$ cat src/shift_reg_defs.svh
// Offsets, field positions, reset values and widths of the shift register block.
`ifndef SHIFT_REG_DEFS_SVH
`define SHIFT_REG_DEFS_SVH

// ==========================================================
// Widths
`define REG_WIDTH       8
`define ADDR_W          32
`define CTRL_W          5
`define EDGES_W         16

// ==========================================================
// Register offsets (byte addresses)
`define OFS_CTRL        32'h0000_0000
`define OFS_PAR         32'h0000_0004
`define OFS_STATE       32'h0000_0008
`define OFS_EDGES       32'h0000_000C

// ==========================================================
// Control register fields
`define CTRL_SRC_SW     0
`define CTRL_LOAD_SEL_N 1
`define CTRL_CE_N       2
`define CTRL_SER_J      3
`define CTRL_SER_KN     4

// ==========================================================
// Reset values and responses
`define CTRL_RESET      5'h06
`define PAR_RESET       8'h00
`define EDGES_RESET     16'h0000
`define EDGES_STEP      16'h0001
`define RESP_OKAY       2'h0
`define RESP_DECERR     2'h3

`endif

$ cat src/shift_reg_pkg.sv
// Types shared by the shift register block.
package shift_reg_pkg;

   typedef enum logic [1:0] {
      MODE_HOLD  = 2'b00,
      MODE_SHIFT = 2'b01,
      MODE_LOAD  = 2'b10
   } mode_t;

   typedef enum logic [0:0] {
      RD_IDLE = 1'b0,
      RD_RESP = 1'b1
   } rd_state_t;

endpackage

$ cat src/reg_access_if.sv
// Write path and register contents between the bus slave and the register bank.
`include "shift_reg_defs.svh"

interface reg_access_if;
   logic                    wrEn;
   logic [`ADDR_W-1:0]      wrAddr;
   logic [`REG_WIDTH-1:0]   wrData;
   logic                    wrByte0;
   logic [`CTRL_W-1:0]      ctrl;
   logic [`REG_WIDTH-1:0]   parData;

   modport bank (
      input  wrEn,
      input  wrAddr,
      input  wrData,
      input  wrByte0,
      output ctrl,
      output parData
   );

   modport bus (
      output wrEn,
      output wrAddr,
      output wrData,
      output wrByte0,
      input  ctrl,
      input  parData
   );
endinterface

$ cat src/reg_bank.sv
// Software-written control and parallel data registers.
`include "shift_reg_defs.svh"

module reg_bank (
   input logic         ref_clk,
   input logic         rstn,
   reg_access_if.bank  bus
);

   logic [`CTRL_W-1:0]    ctrlReg;
   logic [`REG_WIDTH-1:0] parReg;

   // Only the low byte lane carries bits of these registers.
   wire ctrlHit = bus.wrEn && bus.wrByte0 && (bus.wrAddr == `OFS_CTRL);
   wire parHit  = bus.wrEn && bus.wrByte0 && (bus.wrAddr == `OFS_PAR);

   always_ff @(posedge ref_clk) begin
      if (!rstn) begin
         ctrlReg <= `CTRL_RESET;
         parReg  <= `PAR_RESET;
      end else begin
         if (ctrlHit) begin
            ctrlReg <= bus.wrData[`CTRL_W-1:0];
         end
         if (parHit) begin
            parReg <= bus.wrData;
         end
      end
   end

   assign bus.ctrl    = ctrlReg;
   assign bus.parData = parReg;

endmodule // reg_bank

$ cat src/shift_stages.sv
// The eight register stages with shift, load, hold and asynchronous clear.
`include "shift_reg_defs.svh"

module shift_stages (
   input  logic                  ref_clk,
   input  logic                  rstn,
   input  logic                  clear_n,
   input  shift_reg_pkg::mode_t  mode,
   input  logic                  serJ,
   input  logic                  serKn,
   input  logic [`REG_WIDTH-1:0] parIn,
   output logic [`REG_WIDTH-1:0] stages
);

   logic [`REG_WIDTH-1:0] shiftVec;
   logic [`REG_WIDTH-1:0] stagesNext;
   logic                  firstShift;

   always_comb begin
      unique case ({serJ, serKn})
         2'b11: firstShift = 1'b1;
         2'b00: firstShift = 1'b0;
         2'b10: firstShift = ~stages[0];
         2'b01: firstShift = stages[0];
      endcase
   end

   for (genvar i = 0; i < `REG_WIDTH; i++) begin : g_bit
      if (i == 0) begin : g_first
         assign shiftVec[i] = firstShift;
      end else begin : g_next
         assign shiftVec[i] = stages[i-1];
      end
   end

   always_comb begin
      unique case (mode)
         shift_reg_pkg::MODE_SHIFT: stagesNext = shiftVec;
         shift_reg_pkg::MODE_LOAD:  stagesNext = parIn;
         shift_reg_pkg::MODE_HOLD:  stagesNext = stages;
         default:                   stagesNext = stages;
      endcase
   end

   // The clear acts without the clock and wins over everything else.
   always_ff @(posedge ref_clk or negedge clear_n) begin
      if (!clear_n) begin
         stages <= `PAR_RESET;
      end else if (!rstn) begin
         stages <= `PAR_RESET;
      end else begin
         stages <= stagesNext;
      end
   end

endmodule // shift_stages

$ cat src/shift_reg_top.sv
// Top level of the eight-stage parallel access shift register with AXI4-Lite registers.
`include "shift_reg_defs.svh"

// Operation
// - The block holds eight stages that drive the eight parallel outputs 0 to 7.
// - The active-low parallel-load select alone chooses between shift and load.
// - With the select high, stage 0 takes the serial J/K value and all stages move up one.
// - With the select low, each rising edge copies the eight parallel inputs to the stages.
// - Every transfer happens at the rising edge; inputs may change freely in between.
// - A low master clear zeroes all stages at once and overrides every other input.
// - A deasserted clock enable holds the contents unchanged across edges.
// - On shift, stage 0 is set, reset, toggled or kept for J/K of 11, 00, 10 and 01.
module shift_reg_top (
   input  logic                  ref_clk,
   input  logic                  rstn,
   input  logic                  clear_n,
   input  logic                  parallel_load_sel_n,
   input  logic                  clkEnN,
   input  logic                  serJ,
   input  logic                  serKN,
   input  logic [`REG_WIDTH-1:0] par_in,
   output logic [`REG_WIDTH-1:0] reg_out,
   input  logic [`ADDR_W-1:0]    awaddr,
   input  logic                  awvalid,
   output logic                  awready,
   input  logic [31:0]           wdata,
   input  logic [3:0]            wstrb,
   input  logic                  wvalid,
   output logic                  wready,
   output logic [1:0]            bresp,
   output logic                  bvalid,
   input  logic                  bready,
   input  logic [`ADDR_W-1:0]    araddr,
   input  logic                  arvalid,
   output logic                  arready,
   output logic [31:0]           rdata,
   output logic [1:0]            rresp,
   output logic                  rvalid,
   input  logic                  rready
);

   // ==========================================================
   // Register bank and effective controls

   reg_access_if regIf ();

   reg_bank uBank (
      .ref_clk (ref_clk),
      .rstn    (rstn),
      .bus     (regIf.bank)
   );

   logic [`CTRL_W-1:0]          ctrlBits;
   shift_reg_pkg::mode_t        mode;

   assign ctrlBits = regIf.ctrl;

   // Software may take over all pins except the master clear at once through the source bit.
   wire srcSw   = ctrlBits[`CTRL_SRC_SW];
   wire effSelN = srcSw ? ctrlBits[`CTRL_LOAD_SEL_N] : parallel_load_sel_n;
   wire effCeN  = srcSw ? ctrlBits[`CTRL_CE_N] : clkEnN;
   wire effJ    = srcSw ? ctrlBits[`CTRL_SER_J] : serJ;
   wire effKn   = srcSw ? ctrlBits[`CTRL_SER_KN] : serKN;
   wire [`REG_WIDTH-1:0] effPar = srcSw ? regIf.parData : par_in;

   assign mode = effCeN ? shift_reg_pkg::MODE_HOLD :
                 (effSelN ? shift_reg_pkg::MODE_SHIFT :
                  shift_reg_pkg::MODE_LOAD);

   shift_stages uCore (
      .ref_clk (ref_clk),
      .rstn    (rstn),
      .clear_n (clear_n),
      .mode    (mode),
      .serJ    (effJ),
      .serKn   (effKn),
      .parIn   (effPar),
      .stages  (reg_out)
   );

   // ==========================================================
   // AXI4-Lite write channel

   logic                haveAwReg;
   logic                haveWReg;
   logic                awreadyReg;
   logic                wreadyReg;
   logic                bvalidReg;
   logic [1:0]          brespReg;
   logic [`ADDR_W-1:0]  awaddrReg;
   logic [31:0]         wdataReg;
   logic [3:0]          wstrbReg;

   wire awTake = awvalid && awreadyReg;
   wire wTake  = wvalid && wreadyReg;
   wire wrGo   = haveAwReg && haveWReg && !bvalidReg;
   wire bDone  = bvalidReg && bready;

   wire [`ADDR_W-1:0] wrAddr = {awaddrReg[`ADDR_W-1:2], 2'b00};
   wire wrHitCtrl  = (wrAddr == `OFS_CTRL);
   wire wrHitPar   = (wrAddr == `OFS_PAR);
   wire wrHitState = (wrAddr == `OFS_STATE);
   wire wrHitEdges = (wrAddr == `OFS_EDGES);
   wire wrMapped   = wrHitCtrl || wrHitPar || wrHitState || wrHitEdges;

   assign regIf.wrEn    = wrGo;
   assign regIf.wrAddr  = wrAddr;
   assign regIf.wrData  = wdataReg[`REG_WIDTH-1:0];
   assign regIf.wrByte0 = wstrbReg[0];

   always_ff @(posedge ref_clk) begin
      if (!rstn) begin
         haveAwReg  <= 1'b0;
         awreadyReg <= 1'b1;
         awaddrReg  <= '0;
      end else if (awTake) begin
         haveAwReg  <= 1'b1;
         awreadyReg <= 1'b0;
         awaddrReg  <= awaddr;
      end else if (bDone) begin
         haveAwReg  <= 1'b0;
         awreadyReg <= 1'b1;
      end
   end

   always_ff @(posedge ref_clk) begin
      if (!rstn) begin
         haveWReg  <= 1'b0;
         wreadyReg <= 1'b1;
         wdataReg  <= '0;
         wstrbReg  <= '0;
      end else if (wTake) begin
         haveWReg  <= 1'b1;
         wreadyReg <= 1'b0;
         wdataReg  <= wdata;
         wstrbReg  <= wstrb;
      end else if (bDone) begin
         haveWReg  <= 1'b0;
         wreadyReg <= 1'b1;
      end
   end

   always_ff @(posedge ref_clk) begin
      if (!rstn) begin
         bvalidReg <= 1'b0;
         brespReg  <= `RESP_OKAY;
      end else if (wrGo) begin
         bvalidReg <= 1'b1;
         brespReg  <= wrMapped ? `RESP_OKAY : `RESP_DECERR;
      end else if (bDone) begin
         bvalidReg <= 1'b0;
      end
   end

   assign awready = awreadyReg;
   assign wready  = wreadyReg;
   assign bvalid  = bvalidReg;
   assign bresp   = brespReg;

   // ==========================================================
   // Advance counter

   logic [`EDGES_W-1:0] edgeCntReg;

   // A clear in the same cycle as an advance leaves the count at one.
   wire edgeClr = wrGo && wrHitEdges;
   wire advance = (mode != shift_reg_pkg::MODE_HOLD) && clear_n;

   always_ff @(posedge ref_clk) begin
      if (!rstn) begin
         edgeCntReg <= `EDGES_RESET;
      end else if (edgeClr) begin
         edgeCntReg <= advance ? `EDGES_STEP : `EDGES_RESET;
      end else if (advance) begin
         edgeCntReg <= edgeCntReg + `EDGES_STEP;
      end
   end

   // ==========================================================
   // AXI4-Lite read channel

   shift_reg_pkg::rd_state_t rdState;
   logic                     arreadyReg;
   logic                     rvalidReg;
   logic [31:0]              rdataReg;
   logic [1:0]               rrespReg;

   wire arTake = arvalid && arreadyReg;
   wire rDone  = rvalidReg && rready;

   wire [`ADDR_W-1:0] rdAddr = {araddr[`ADDR_W-1:2], 2'b00};
   wire rdHitCtrl  = (rdAddr == `OFS_CTRL);
   wire rdHitPar   = (rdAddr == `OFS_PAR);
   wire rdHitState = (rdAddr == `OFS_STATE);
   wire rdHitEdges = (rdAddr == `OFS_EDGES);
   wire rdMapped   = rdHitCtrl || rdHitPar || rdHitState || rdHitEdges;

   wire [31:0] ctrlWord  = {27'h000_0000, ctrlBits};
   wire [31:0] parWord   = {24'h00_0000, regIf.parData};
   wire [31:0] stateWord = {22'h00_0000, effCeN, effSelN, reg_out};
   wire [31:0] edgesWord = {16'h0000, edgeCntReg};
   wire [31:0] rdMux = ({32{rdHitCtrl}} & ctrlWord) |
                       ({32{rdHitPar}} & parWord) |
                       ({32{rdHitState}} & stateWord) |
                       ({32{rdHitEdges}} & edgesWord);

   always_ff @(posedge ref_clk) begin
      if (!rstn) begin
         rdState    <= shift_reg_pkg::RD_IDLE;
         arreadyReg <= 1'b1;
         rvalidReg  <= 1'b0;
         rdataReg   <= '0;
         rrespReg   <= `RESP_OKAY;
      end else begin
         unique case (rdState)
            shift_reg_pkg::RD_IDLE: begin
               if (arTake) begin
                  rdState    <= shift_reg_pkg::RD_RESP;
                  arreadyReg <= 1'b0;
                  rvalidReg  <= 1'b1;
                  rdataReg   <= rdMux;
                  rrespReg   <= rdMapped ? `RESP_OKAY : `RESP_DECERR;
               end
            end
            shift_reg_pkg::RD_RESP: begin
               if (rDone) begin
                  rdState    <= shift_reg_pkg::RD_IDLE;
                  arreadyReg <= 1'b1;
                  rvalidReg  <= 1'b0;
               end
            end
         endcase
      end
   end

   assign arready = arreadyReg;
   assign rvalid  = rvalidReg;
   assign rdata   = rdataReg;
   assign rresp   = rrespReg;

   // ==========================================================
   // Assertions

   state_read_a : assert property (
      @(posedge ref_clk) disable iff (!rstn)
      arTake && rdHitState |=> rdataReg[`REG_WIDTH-1:0] == $past(reg_out)
   ) else $error("State read does not show the stages.");

   mode_pick_a : assert property (
      @(posedge ref_clk) disable iff (!rstn || !clear_n)
      !effCeN |=> reg_out == ($past(effSelN) ?
                  {$past(reg_out[6:0]), reg_out[0]} : $past(effPar))
   ) else $error("Select level did not pick shift or load.");

   shift_move_a : assert property (
      @(posedge ref_clk) disable iff (!rstn || !clear_n)
      mode == shift_reg_pkg::MODE_SHIFT |=> reg_out[7:1] == $past(reg_out[6:0])
   ) else $error("Stages did not move up on shift.");

   first_set_a : assert property (
      @(posedge ref_clk) disable iff (!rstn || !clear_n)
      mode == shift_reg_pkg::MODE_SHIFT && effJ == effKn |=> reg_out[0] == $past(effJ)
   ) else $error("Stage 0 not set or reset from equal J and K.");

   first_toggle_a : assert property (
      @(posedge ref_clk) disable iff (!rstn || !clear_n)
      mode == shift_reg_pkg::MODE_SHIFT && effJ && !effKn |=> $changed(reg_out[0])
   ) else $error("Stage 0 did not toggle.");

   first_keep_a : assert property (
      @(posedge ref_clk) disable iff (!rstn || !clear_n)
      mode == shift_reg_pkg::MODE_SHIFT && !effJ && effKn |=> $stable(reg_out[0])
   ) else $error("Stage 0 did not keep its value.");

   load_copy_a : assert property (
      @(posedge ref_clk) disable iff (!rstn || !clear_n)
      !effCeN && !effSelN |=> reg_out == $past(effPar)
   ) else $error("Parallel load did not copy the inputs.");

   edge_only_a : assert property (
      @(posedge ref_clk) disable iff (!rstn || !clear_n)
      $changed(reg_out) && $past(rstn) && $past(clear_n) |->
         $past(mode) != shift_reg_pkg::MODE_HOLD
   ) else $error("Stages changed without an active edge.");

   // A reset released at the starting edge has just zeroed the stages, so it must not count.
   hold_still_a : assert property (
      @(posedge ref_clk) disable iff (!rstn || !clear_n)
      rstn && effCeN ##1 effCeN |-> $stable(reg_out)
   ) else $error("Stages changed while the enable was high.");

   clear_zero_a : assert property (
      @(posedge ref_clk) disable iff (!rstn)
      !clear_n |-> reg_out == `PAR_RESET
   ) else $error("Clear did not zero the stages.");

   bresp_hold_a : assert property (
      @(posedge ref_clk) disable iff (!rstn)
      bvalidReg |=> ($past(bready) ? (!bvalidReg && awreadyReg && wreadyReg) :
                                     (bvalidReg && $stable(brespReg)))
   ) else $error("Write response not held or not released.");

endmodule // shift_reg_top

$ cat config.mk
export PLATFORM = sky130hd
export DESIGN_NAME = shift_reg_top
export DESIGN_NICKNAME = d
export VERILOG_FILES = /design/src/shift_reg_pkg.sv /design/src/reg_access_if.sv /design/src/reg_bank.sv /design/src/shift_stages.sv /design/src/shift_reg_top.sv
export VERILOG_INCLUDE_DIRS = /design/src
export SDC_FILE = /design/constraint.sdc
export NUM_CORES = 1
export LEC_CHECK = 0
export BUFFER_PORTS_ARGS = -buffer_cell sky130_fd_sc_hd__buf_2
export CAP_MARGIN = 20
export CORE_UTILIZATION = 40
export DETAILED_ROUTE_END_ITERATION = 10
export HOLD_SLACK_MARGIN = 0.08
export PLACE_DENSITY = 0.69
export REMOVE_ABC_BUFFERS = 1
export SYNTH_ARGS = -nofsm -noshare
export SYNTH_HDL_FRONTEND = slang
export SYNTH_SLANG_ARGS = --single-unit
$ cat constraint.sdc
create_clock -name ref_clk -period 1.6 [get_ports ref_clk]
set_input_delay 0.24 -clock ref_clk [delete_from_list [all_inputs] [get_ports ref_clk]]
set_output_delay 0.24 -clock ref_clk [all_outputs]
set_load 0.01 [all_outputs]
==> results.cfg, run 1 <==
[status]
status = finished with violations
violations = setup timing

[flow_run]
maxCapViolations = 0

[clock_network]
htreeDepth = 3
cts_buffer_depth = 2
cts_num_sinks = 102
cts_made_buffers = 9
clk_pin_slew_worst_paths_ns = 0.07
cts-root-buf = clkbuf_16
insertion_delay_ns = 0.34
cts_tree = yes

[floorplan]
core-area_um2 = 11500
die_y_um = 111
start_util_pct = 41.3
die_w_um = 111
ios = 169
rows = 39
die_area_um2 = 12300

[route]
drt-wirelength-per-cell_um = 13.7
viasPerCell = 5.06
drt_pass1_iterations = 4
ant_nets = 0
drt-initial-drc-count = 101
num_vias = 4205
totalWireLength_mm = 11.4
drc = 0

[grt]
antenna_found_initial = 0
grt_pass1_vias = 3978
grt_max_degree = 53
overflow = 0
grtUsageTotal_pct = 18.8
grt_pass1_wl_mm = 19.0

[layout]
fin_area_um2 = 6070
fin_cells = 831
most-common-layout-cells = 132 x nand2_1, 121 x buf_2, 88 x dfxtp_1
diodes = 0
nNetsFinal = 804
drive_gt1_share_pct = 29.1
final_common_cell = nand2_1
area_delta_synth_final_pct = 28.1
final_util_pct = 52.9

[pwr]
power_per_cell_area_nw_per_um2 = 936
leakagePower_nw = 2.50
vdd_drop_max_v = 0.000510

[worst_hold_path]
hold_depth = 3
hold_path.class = input pin to flop

[synthesis]
yosysTopAreaCellShare_pct = 39.7
synth_edf_count = 0
ys_seq_area_share_pct = 44.0
synth_seq_cells = 102
synthArstFlopShare_pct = 7.84
syn_area_um2 = 4740
synth.area.top_cells = dfxtp_1 40%, nand2_1 10%, a21boi_0 8.6%, mux2i_1 6.6%, dfrtp_1 4.2%
yosys.area.top_type = dfxtp_1
syn_avg_cell_area_um2 = 8.72
synth_cell_types = 44
synth-main-ff-cell = dfxtp_1
syn_inst = 543
yosysWarningCount = 0

[timing]
setup_tns_ns = -2.35
rsz0062_at_grt = true
slew_viol_final = 0
period_minus_slack_ns = 1.79
final_hold_viol_count = 0
setup_slack_ns = -0.193
clock_skew_ns = 0.00930
max_freq_mhz = 558
finalSetupViolations = 28
finalCritPeriodShare_pct = 112

[worst_setup_path]
cp.required_ns = 1.83
critical_path.max_stage_delay_ns = 0.39
crit_chain = nor4_4 > nand4_2 > nor4_4 > buf_12 > mux2i_4 > nor2b_1
cp.arrival_ns = 2.03
r2r_cells = 6
end_kind = flop
crit_top_cell = nor4_4
critPathLaunchType = flop
crit_type = flop to flop
crit_fanout = 8
cp_slowest_cell = nor4_4

[place]
dp_cells = 809
dpl-instance-area_um2 = 5650
dp_hpwl_mm = 8.32
preCtsSetupSlack_ns = -0.164
place_congestion = 0.788
portBuffers = 121
## final cells by class
cell class	count	area [um^2]
tap	143	179
timing repair buffer	162	993
clock inverter	5	48.8
sequential	102	2090
fill	1070	5400
inverter	6	22.5
clock buffer	11	253
multi-input combinational	402	2480
## cells by family after synthesis
family,share of synthesized area [%]
and+or+nand+nor,23.7
AOI/OAI and AO/OA,16.3
DFF,44.0
buffers and inverters,5.81
muxes,7.26
xor gates and xnor gates,2.59
adders and majority gates,0.264
other,0.0792
## power breakdown
group	leakage, nW	switching, mW	total [mW]	internal [mW]
sequential	0.877	0.0984	2.76	2.66
clock	0.151	1.02	2.19	1.18
combinational	1.48	0.384	0.729	0.345
## critical path, delay by kind of cell, from the launching register on
family / cells / cell delay, ns
muxes: 1 / 0.21
DFF: 1 / 0.34
buffers and inverters: 1 / 0.18
and+or+nand+nor: 4 / 0.97
## worst paths after layout
path	from	to	slack [ns]
setup reg to reg	awaddrReg[15]	uBank.bus.parData[2]	-0.19
min in group asynchronous	clear_n	uCore.stages[0]	0.47
setup / recovery	awaddrReg[15]	uBank.bus.parData[2]	-0.19
max in group asynchronous	clear_n	uCore.stages[2]	1.00
hold / removal	awaddr[22]	awaddrReg[22]	0.14
hold reg to reg	rdata[12]	rdata[12]	0.46
## timing repair
item / 4_1_cts / 5_1_grt
hold buffers: 1 / 0
pin swaps: 1 / 7
setup endpoints to repair: 29 / 36
buffers inserted: 0 / 5
gates resized for setup: 2 / 15
endpoints found under the hold margin: 8 / 0
gates cloned: 0 / 0
## sequential cells by signal, summed over array words and instances (netlist names), 5 cells and up
signal and flops:
edgeCntReg 16, wdataReg 8, uCore.stages 8, uBank.bus.ctrl 5
uBank.bus.parData 8, rdata 16, awaddrReg 30
## metal layers
layer | part of all wire (%) | vias to the layer above | GRT usage, %
met3 | 5.5 | 10 | 3.88
met2 | 46 | 139 | 30.5
met5 | 0 | - | 0
met1 | 47 | 1948 | 25.4
met4 | 1.3 | 0 | 5.16
li1 | - | 2108 | -
## Yosys cell counts, types with 2 or more instances
master	instances
o41ai_1	3
nor4_4	5
and4_1	2
mux2i_1	31
dfrtp_1	8
o21ai_0	21
dfxtp_1	94
clkbuf_1	25
nor2b_1	17
a21oi_1	17
buf_2	4
a41oi_1	3
a21o_1	2
nor3_1	3
nor4_2	3
nor2_1	21
nand2_1	132
xnor2_1	7
and2_1	3
a31oi_1	2
xor2_1	7
nand2b_1	2
inv_1	6
nor4_1	11
nand4_1	8
a21boi_0	54
o211ai_1	8
nand3_1	11
buf_4	18
## stage by stage
stage / power, mW / hold slack (ns)
final: 5.68 / 0.139
after detailed placement: 3.51 / 0.266
after global routing: 5.94 / 0.142
after CTS: 5.70 / 0.131
after floorplan: 3.15 / -0.0556
after global placement: 3.49 / 0.279
No activity file was read; power rests on OpenSTA's default activity.
==> inputs of run 2 (changes only) <==
- GPL_TIMING_DRIVEN: default -> 0
==> run 2 against run 1 <==
Compared with the run above:
- the run still ends with setup timing left
- clock power up 8%
- via count down 1.7%
- final cell count down 2.6%
- critical endpoint is now uBank.bus.parData[0]
- largest cell class unchanged
- largest power group unchanged
==> results.cfg, run 2 (synthesized netlist as in run 1, its figures left out) <==
[clock_network]
htreeDepth = 3
cts_num_sinks = 102
insertion_delay_ns = 0.35
cts-root-buf = clkbuf_16
cts_tree = yes
cts_buffer_depth = 2
clk_pin_slew_worst_paths_ns = 0.06
cts_made_buffers = 9

[worst_setup_path]
end_kind = flop
cp.arrival_ns = 2.00
cp_slowest_cell = dfxtp_2
cp_top_family = simple AND/OR/NAND/NOR gates
r2r_start = awaddrReg[24]
critPathLaunchType = flop
critPathLaunch = awaddrReg[24]
crit_type = flop to flop
cp.required_ns = 1.84
r2r_setup_slack_ns = -0.16
crit_buf_inv = 1
crit_chain = nor4_4 > nand4_4 > nor4_4 > buf_4 > mux2i_1 > nor2b_1
crit_top_cell = nor4_4
crit_fanout = 4
critical_path.max_stage_delay_ns = 0.34

[route]
drt-wirelength-per-cell_um = 14.1
num_vias = 4135
drt_pass1_iterations = 5
drc = 0
viasPerCell = 5.11
totalWireLength_mm = 11.4
ant_nets = 0
drt-initial-drc-count = 130

[floorplan]
die_w_um = 111
core-area_um2 = 11500
ios = 169
die_area_um2 = 12300
start_util_pct = 41.3
rows = 39
die_y_um = 111

[layout]
largest_reg_flops = 30
most-common-layout-cells = 131 x nand2_1, 121 x buf_2, 86 x dfxtp_1
diodes = 0
final_common_cell = nand2_1
fin_cells = 809
fin_area_um2 = 5990
area_delta_synth_final_pct = 26.5
drive_gt1_share_pct = 28.8
nNetsFinal = 782
regMostFlops = awaddrReg
fillers = 1041

[pwr]
vdd_drop_max_v = 0.000521
power_per_cell_area_nw_per_um2 = 971
finalPower_mw = 5.82
combPwrFrac_pct = 11.9
power_frac_seq_pct = 47.6
power_frac_clock_pct = 40.5
leakagePower_nw = 2.42
sw_frac_of_total_pct = 24.8
p_int_mw = 4.37
switching_power_mw = 1.44

[flow_run]
maxCapViolations = 0

[timing]
setup_slack_ns = -0.157
relSlewSlack_pct = 50.2
clock_skew_ns = 0.00815
rsz0062_at_grt = true
final_hold_viol_count = 0
worst_slew_pin_slew_ns = 0.747
finalCritPeriodShare_pct = 110
period_minus_slack_ns = 1.76
finalSetupViolations = 28
slew_viol_final = 0
max_freq_mhz = 569

[status]
status = finished with violations
violations = setup timing

[place]
place_congestion = 0.780
dpl-instance-area_um2 = 5370
portBuffers = 121
dp_hpwl_mm = 8.09
dp_cells = 778

[grt]
overflow = 0
grt_pass1_vias = 4018
antenna_found_initial = 0
grt_pass1_wl_mm = 19.1
grtUsageTotal_pct = 19.1
grt_max_degree = 47

[worst_hold_path]
hp-start = awaddr[22]
hold_path.class = input pin to flop
## run 2: changes by cell type in the layout (fill, tap and decap cells not counted), sizes merged
| cell | before | now |
|---|---|---|
| clkinv | 1 | 0 |
| inv | 10 | 7 |
| bufinv | 0 | 1 |
| buf | 161 | 139 |
| clkinvlp | 0 | 1 |
| clkbuf | 11 | 13 |
## run 2: final timing paths
kind,cells after the start,end
setup / recovery,6,uBank.bus.parData[0]
hold / removal,3,awaddrReg[22]
hold reg to reg,2,rdata[13]
min in group asynchronous,2,uCore.stages[1]
max in group asynchronous,2,uCore.stages[4]
setup reg to reg,6,uBank.bus.parData[0]
## run 2: final cells by class
class	instances	area [um^2]	area share, %
multi-input cells	402	2580	43.1
flip-flops and latches	102	2090	35.0
repair buffers	140	783	13.1
clock buffers	13	282	4.70
well taps	143	179	2.99
clock inverters	3	46.3	0.773
inverters	6	22.5	0.376
## run 2: worst reg2reg max path: cells and delay by family, from the launching register on
| kind | cells | cell delay, ns |
|---|---|---|
| and+or+nand+nor | 4 | 0.93 |
| DFF | 1 | 0.34 |
| buffers and inverters | 1 | 0.19 |
| muxes | 1 | 0.19 |
## run 2: power groups by stage
stage,registers [mW],logic [mW],clock network (mW)
2_1_floorplan,2.82,0.330,0
3_3_place_gp,2.81,0.623,0
3_5_place_dp,2.81,0.648,0
4_1_cts,2.76,0.686,2.41
5_1_grt,2.78,0.773,2.52
6_report,2.77,0.693,2.36
## run 2: layer usage
metal / routed length [um] / track usage (%)
met1: 5060 / 23.6
met2: 5530 / 32.3
met3: 600 / 3.99
met4: 234 / 7.82
met5: 0 / 0
## run 2: what timing repair did
item / 4_1_cts / 5_1_grt
hold buffers: 1 / 0
cloned: 0 / 0
setup buffers: 8 / 6
setup endpoints to repair: 81 / 44
pin swaps: 7 / 10
resized for setup: 28 / 12
hold endpoints to repair: 8 / 0
## run 2: stage by stage
| step | hold WS, ns | setup TNS (ns) | util (%) | setup WS [ns] |
|---|---|---|---|---|
| 2_1_floorplan | -0.0556 | -15.99 | - | -0.605 |
| 3_3_place_gp | 0.143 | -42.88 | 46.4 | -1.23 |
| 3_5_place_dp | 0.149 | -26.20 | 46.9 | -0.838 |
| 4_1_cts | 0.133 | -2.84 | 51.6 | -0.170 |
| 5_1_grt | 0.137 | -5.13 | 52.3 | -0.249 |
| 6_report | 0.137 | -2.14 | 52.3 | -0.157 |
==> inputs of run 3 (changes only) <==
- GPL_TIMING_DRIVEN: 0 -> default
- SYNTH_HIERARCHICAL: default -> 1
==> run 3 against run 2 <==
Compared with the run above:
- the run ends with DRC, setup timing left
- clock power decreased by 4%
- clock skew rose by 0.0027 ns
- non-clock buffer count grew 17
- area after synthesis grew 2.3%
- via count increased by 4.4%
- hold slack lost 0.013 ns
- count of clock-buffer cells in the layout decreased by 4
- flip-flop and latch count stayed put
- worst setup slack better by 0.10 ns
- critical path depth unchanged
- fmax increased by 6.2%
- critical endpoint is now uBank/bus.parData[2]
- largest power group unchanged
==> results.cfg, run 3 <==
[status]
status = finished with violations
violations = DRC, setup timing

[clock_network]
cts_buffer_depth = 2
cts-root-buf = clkbuf_16
clk_pin_slew_worst_paths_ns = 0.08
cts_num_sinks = 102
cts_made_buffers = 9
cts_tree = yes
insertion_delay_ns = 0.34
htreeDepth = 3

[synthesis]
syn_area_um2 = 4840
synth_most_common_cell = nand2_1
yosysTopAreaCellShare_pct = 38.8
syn_inst = 558
synth.area.top_cells = dfxtp_1 39%, nand2_1 10%, a21oi_1 5.9%, dfrtp_1 4.1%, mux2i_1 3.5%
synth-main-ff-cell = dfxtp_1
synth_seq_cells = 102
synth_cell_types = 55
ys_seq_area_share_pct = 43.0
syn_avg_cell_area_um2 = 8.68
synthArstFlopShare_pct = 7.84
synth_edf_count = 0
yosysWarningCount = 6
synth_common_cells = 133 x nand2_1, 94 x dfxtp_1, 57 x a21oi_1, 22 x o21ai_0
yosys.area.top_type = dfxtp_1

[worst_setup_path]
r2r_cells = 6
crit_fanout = 8
critPathLaunch = bvalid
r2r_setup_slack_ns = -0.06
cp-endpoint = uBank/bus.parData[2]
r2r_start = bvalid
regToRegEndpoint = uBank/bus.parData[2]
crit_type = flop to flop
end_kind = flop
cp.arrival_ns = 1.93
critPathLaunchType = flop
cp.required_ns = 1.87

[layout]
diodes = 0
drive_gt1_share_pct = 32.7
final_common_cell = nand2_1
nNetsFinal = 815
area_delta_synth_final_pct = 26.4
most-common-layout-cells = 133 x nand2_1, 121 x buf_2, 88 x dfxtp_1
regMostFlops = awaddrReg
fin_area_um2 = 6120
largest_reg_flops = 30

[floorplan]
start_util_pct = 41.7
die_w_um = 112
die_y_um = 112
die_area_um2 = 12600
ios = 169
rows = 39
core-area_um2 = 11600

[route]
drt_pass1_iterations = 8
ant_nets = 0
totalWireLength_mm = 12.2
num_vias = 4315
drc = 10
viasPerCell = 5.13
drt-wirelength-per-cell_um = 14.5
drt-initial-drc-count = 233

[flow_run]
maxCapViolations = 0

[timing]
setup_slack_ns = -0.0551
slew_viol_final = 0
max_freq_mhz = 604
finalCritPeriodShare_pct = 103
final_hold_viol_count = 0
setup_tns_ns = -0.525
rsz0062_at_grt = true
clock_skew_ns = 0.0108
finalSetupViolations = 15
period_minus_slack_ns = 1.66

[grt]
grt_max_degree = 46
grt_pass1_vias = 4178
grtUsageTotal_pct = 19.7
overflow = 0
grt_pass1_wl_mm = 19.9
antenna_found_initial = 0

[worst_hold_path]
hold_path.class = input pin to flop
hp-start = awaddr[24]

[place]
portBuffers = 121
place_congestion = 0.845
dp_hpwl_mm = 8.92
dpl-instance-area_um2 = 5670

[pwr]
vdd_drop_max_v = 0.000696
power_per_cell_area_nw_per_um2 = 934
leakagePower_nw = 2.53
==> run 3: cell count changes in the layout (fill, tap and decap cells not counted), moves of 10 or more <==
| cell | change |
|---|---|
| a21boi_0 | -52 |
| a21oi_1 | +40 |
| buf_4 | +18 |
| mux2_2 | +14 |
| mux2i_1 | -12 |
| nor2b_1 | -10 |
==> run 3: worst max-delay path, stage by stage, from the launching register on <==
cell,delay [ns]
dfxtp_2,0.32
and3b_1,0.21
and4bb_2,0.26
nand4_4,0.13
nor4b_2,0.23
buf_4,0.23
mux2i_1,0.19
==> run 3: metrics by stage <==
| step | total power [mW] | instances | worst slack, ns | hold WS (ns) | util, % |
|---|---|---|---|---|---|
| after global placement | 3.45 | 823 | -0.0626 | 0.204 | 48.9 |
| final | 5.72 | 841 | -0.0551 | 0.123 | 52.7 |
| after detailed placement | 3.48 | 823 | -0.130 | 0.205 | 48.9 |
| after floorplan | 3.14 | 526 | -1.04 | -0.0556 | - |
| after global routing | 5.97 | 841 | -0.168 | 0.131 | 52.7 |
| after CTS | 5.74 | 841 | -0.0871 | 0.118 | 52.2 |
==> run 3: cell families after synthesis <==
kind of cell    Yosys count  share of synthesized area (%)
compound gates          105                           12.8
xor+xnor                  8                           1.45
fa+ha+maj                 1                          0.258
buf+inv                  60                           6.77
flops                   102                           43.0
mux                      42                           10.8
other cells               1                         0.0774
simple gates            239                           24.9
==> run 3: power by group <==
part / total (mW) / internal (mW) / switching (mW)
clock: 2.26 / 1.24 / 1.02
sequential: 2.75 / 2.64 / 0.103
combinational: 0.719 / 0.335 / 0.385
total: 5.72 / 4.22 / 1.50
==> run 3: layout make-up <==
| type | instances | area (um^2) |
|---|---|---|
| Fill cell | 1075 | 5490 |
| Inverter | 11 | 41.3 |
| Tap cell | 143 | 179 |
| Sequential cell | 102 | 2090 |
| Multi-Input combinational cell | 413 | 2610 |
| Clock inverter | 6 | 77.6 |
| Timing Repair Buffer | 157 | 898 |
| Clock buffer | 9 | 225 |
==> run 3: worst min path at each step <==
stage                      end  slack (ns)  depth (start not counted)
4_1_cts          awaddrReg[12]        0.12                          3
3_5_place_dp   uCore/stages[0]        0.21                          2
2_1_floorplan  uCore/stages[0]       -0.06                          0
6_report         awaddrReg[24]        0.12                          3
5_1_grt           awaddrReg[9]        0.13                          3
3_3_place_gp   uCore/stages[0]        0.20                          2
==> run 3: timing repair <==
item | in CTS | in global routing
cloned | 0 | 0
pin swaps | 5 | 3
hold buffers | 1 | 0
setup buffers | 2 | 0
hold endpoints to repair | 8 | 0
endpoints found under the setup margin | 35 | 34
gates resized for setup | 11 | 14
==> run 3: per-layer routing <==
metal	up-vias	global-route usage (%)	share of wire [%]
li1	2184	-	-
met1	1986	25.3	45
met2	124	33.0	49
met3	21	3.78	4.2
met4	0	7.11	2.1
met5	-	0	0
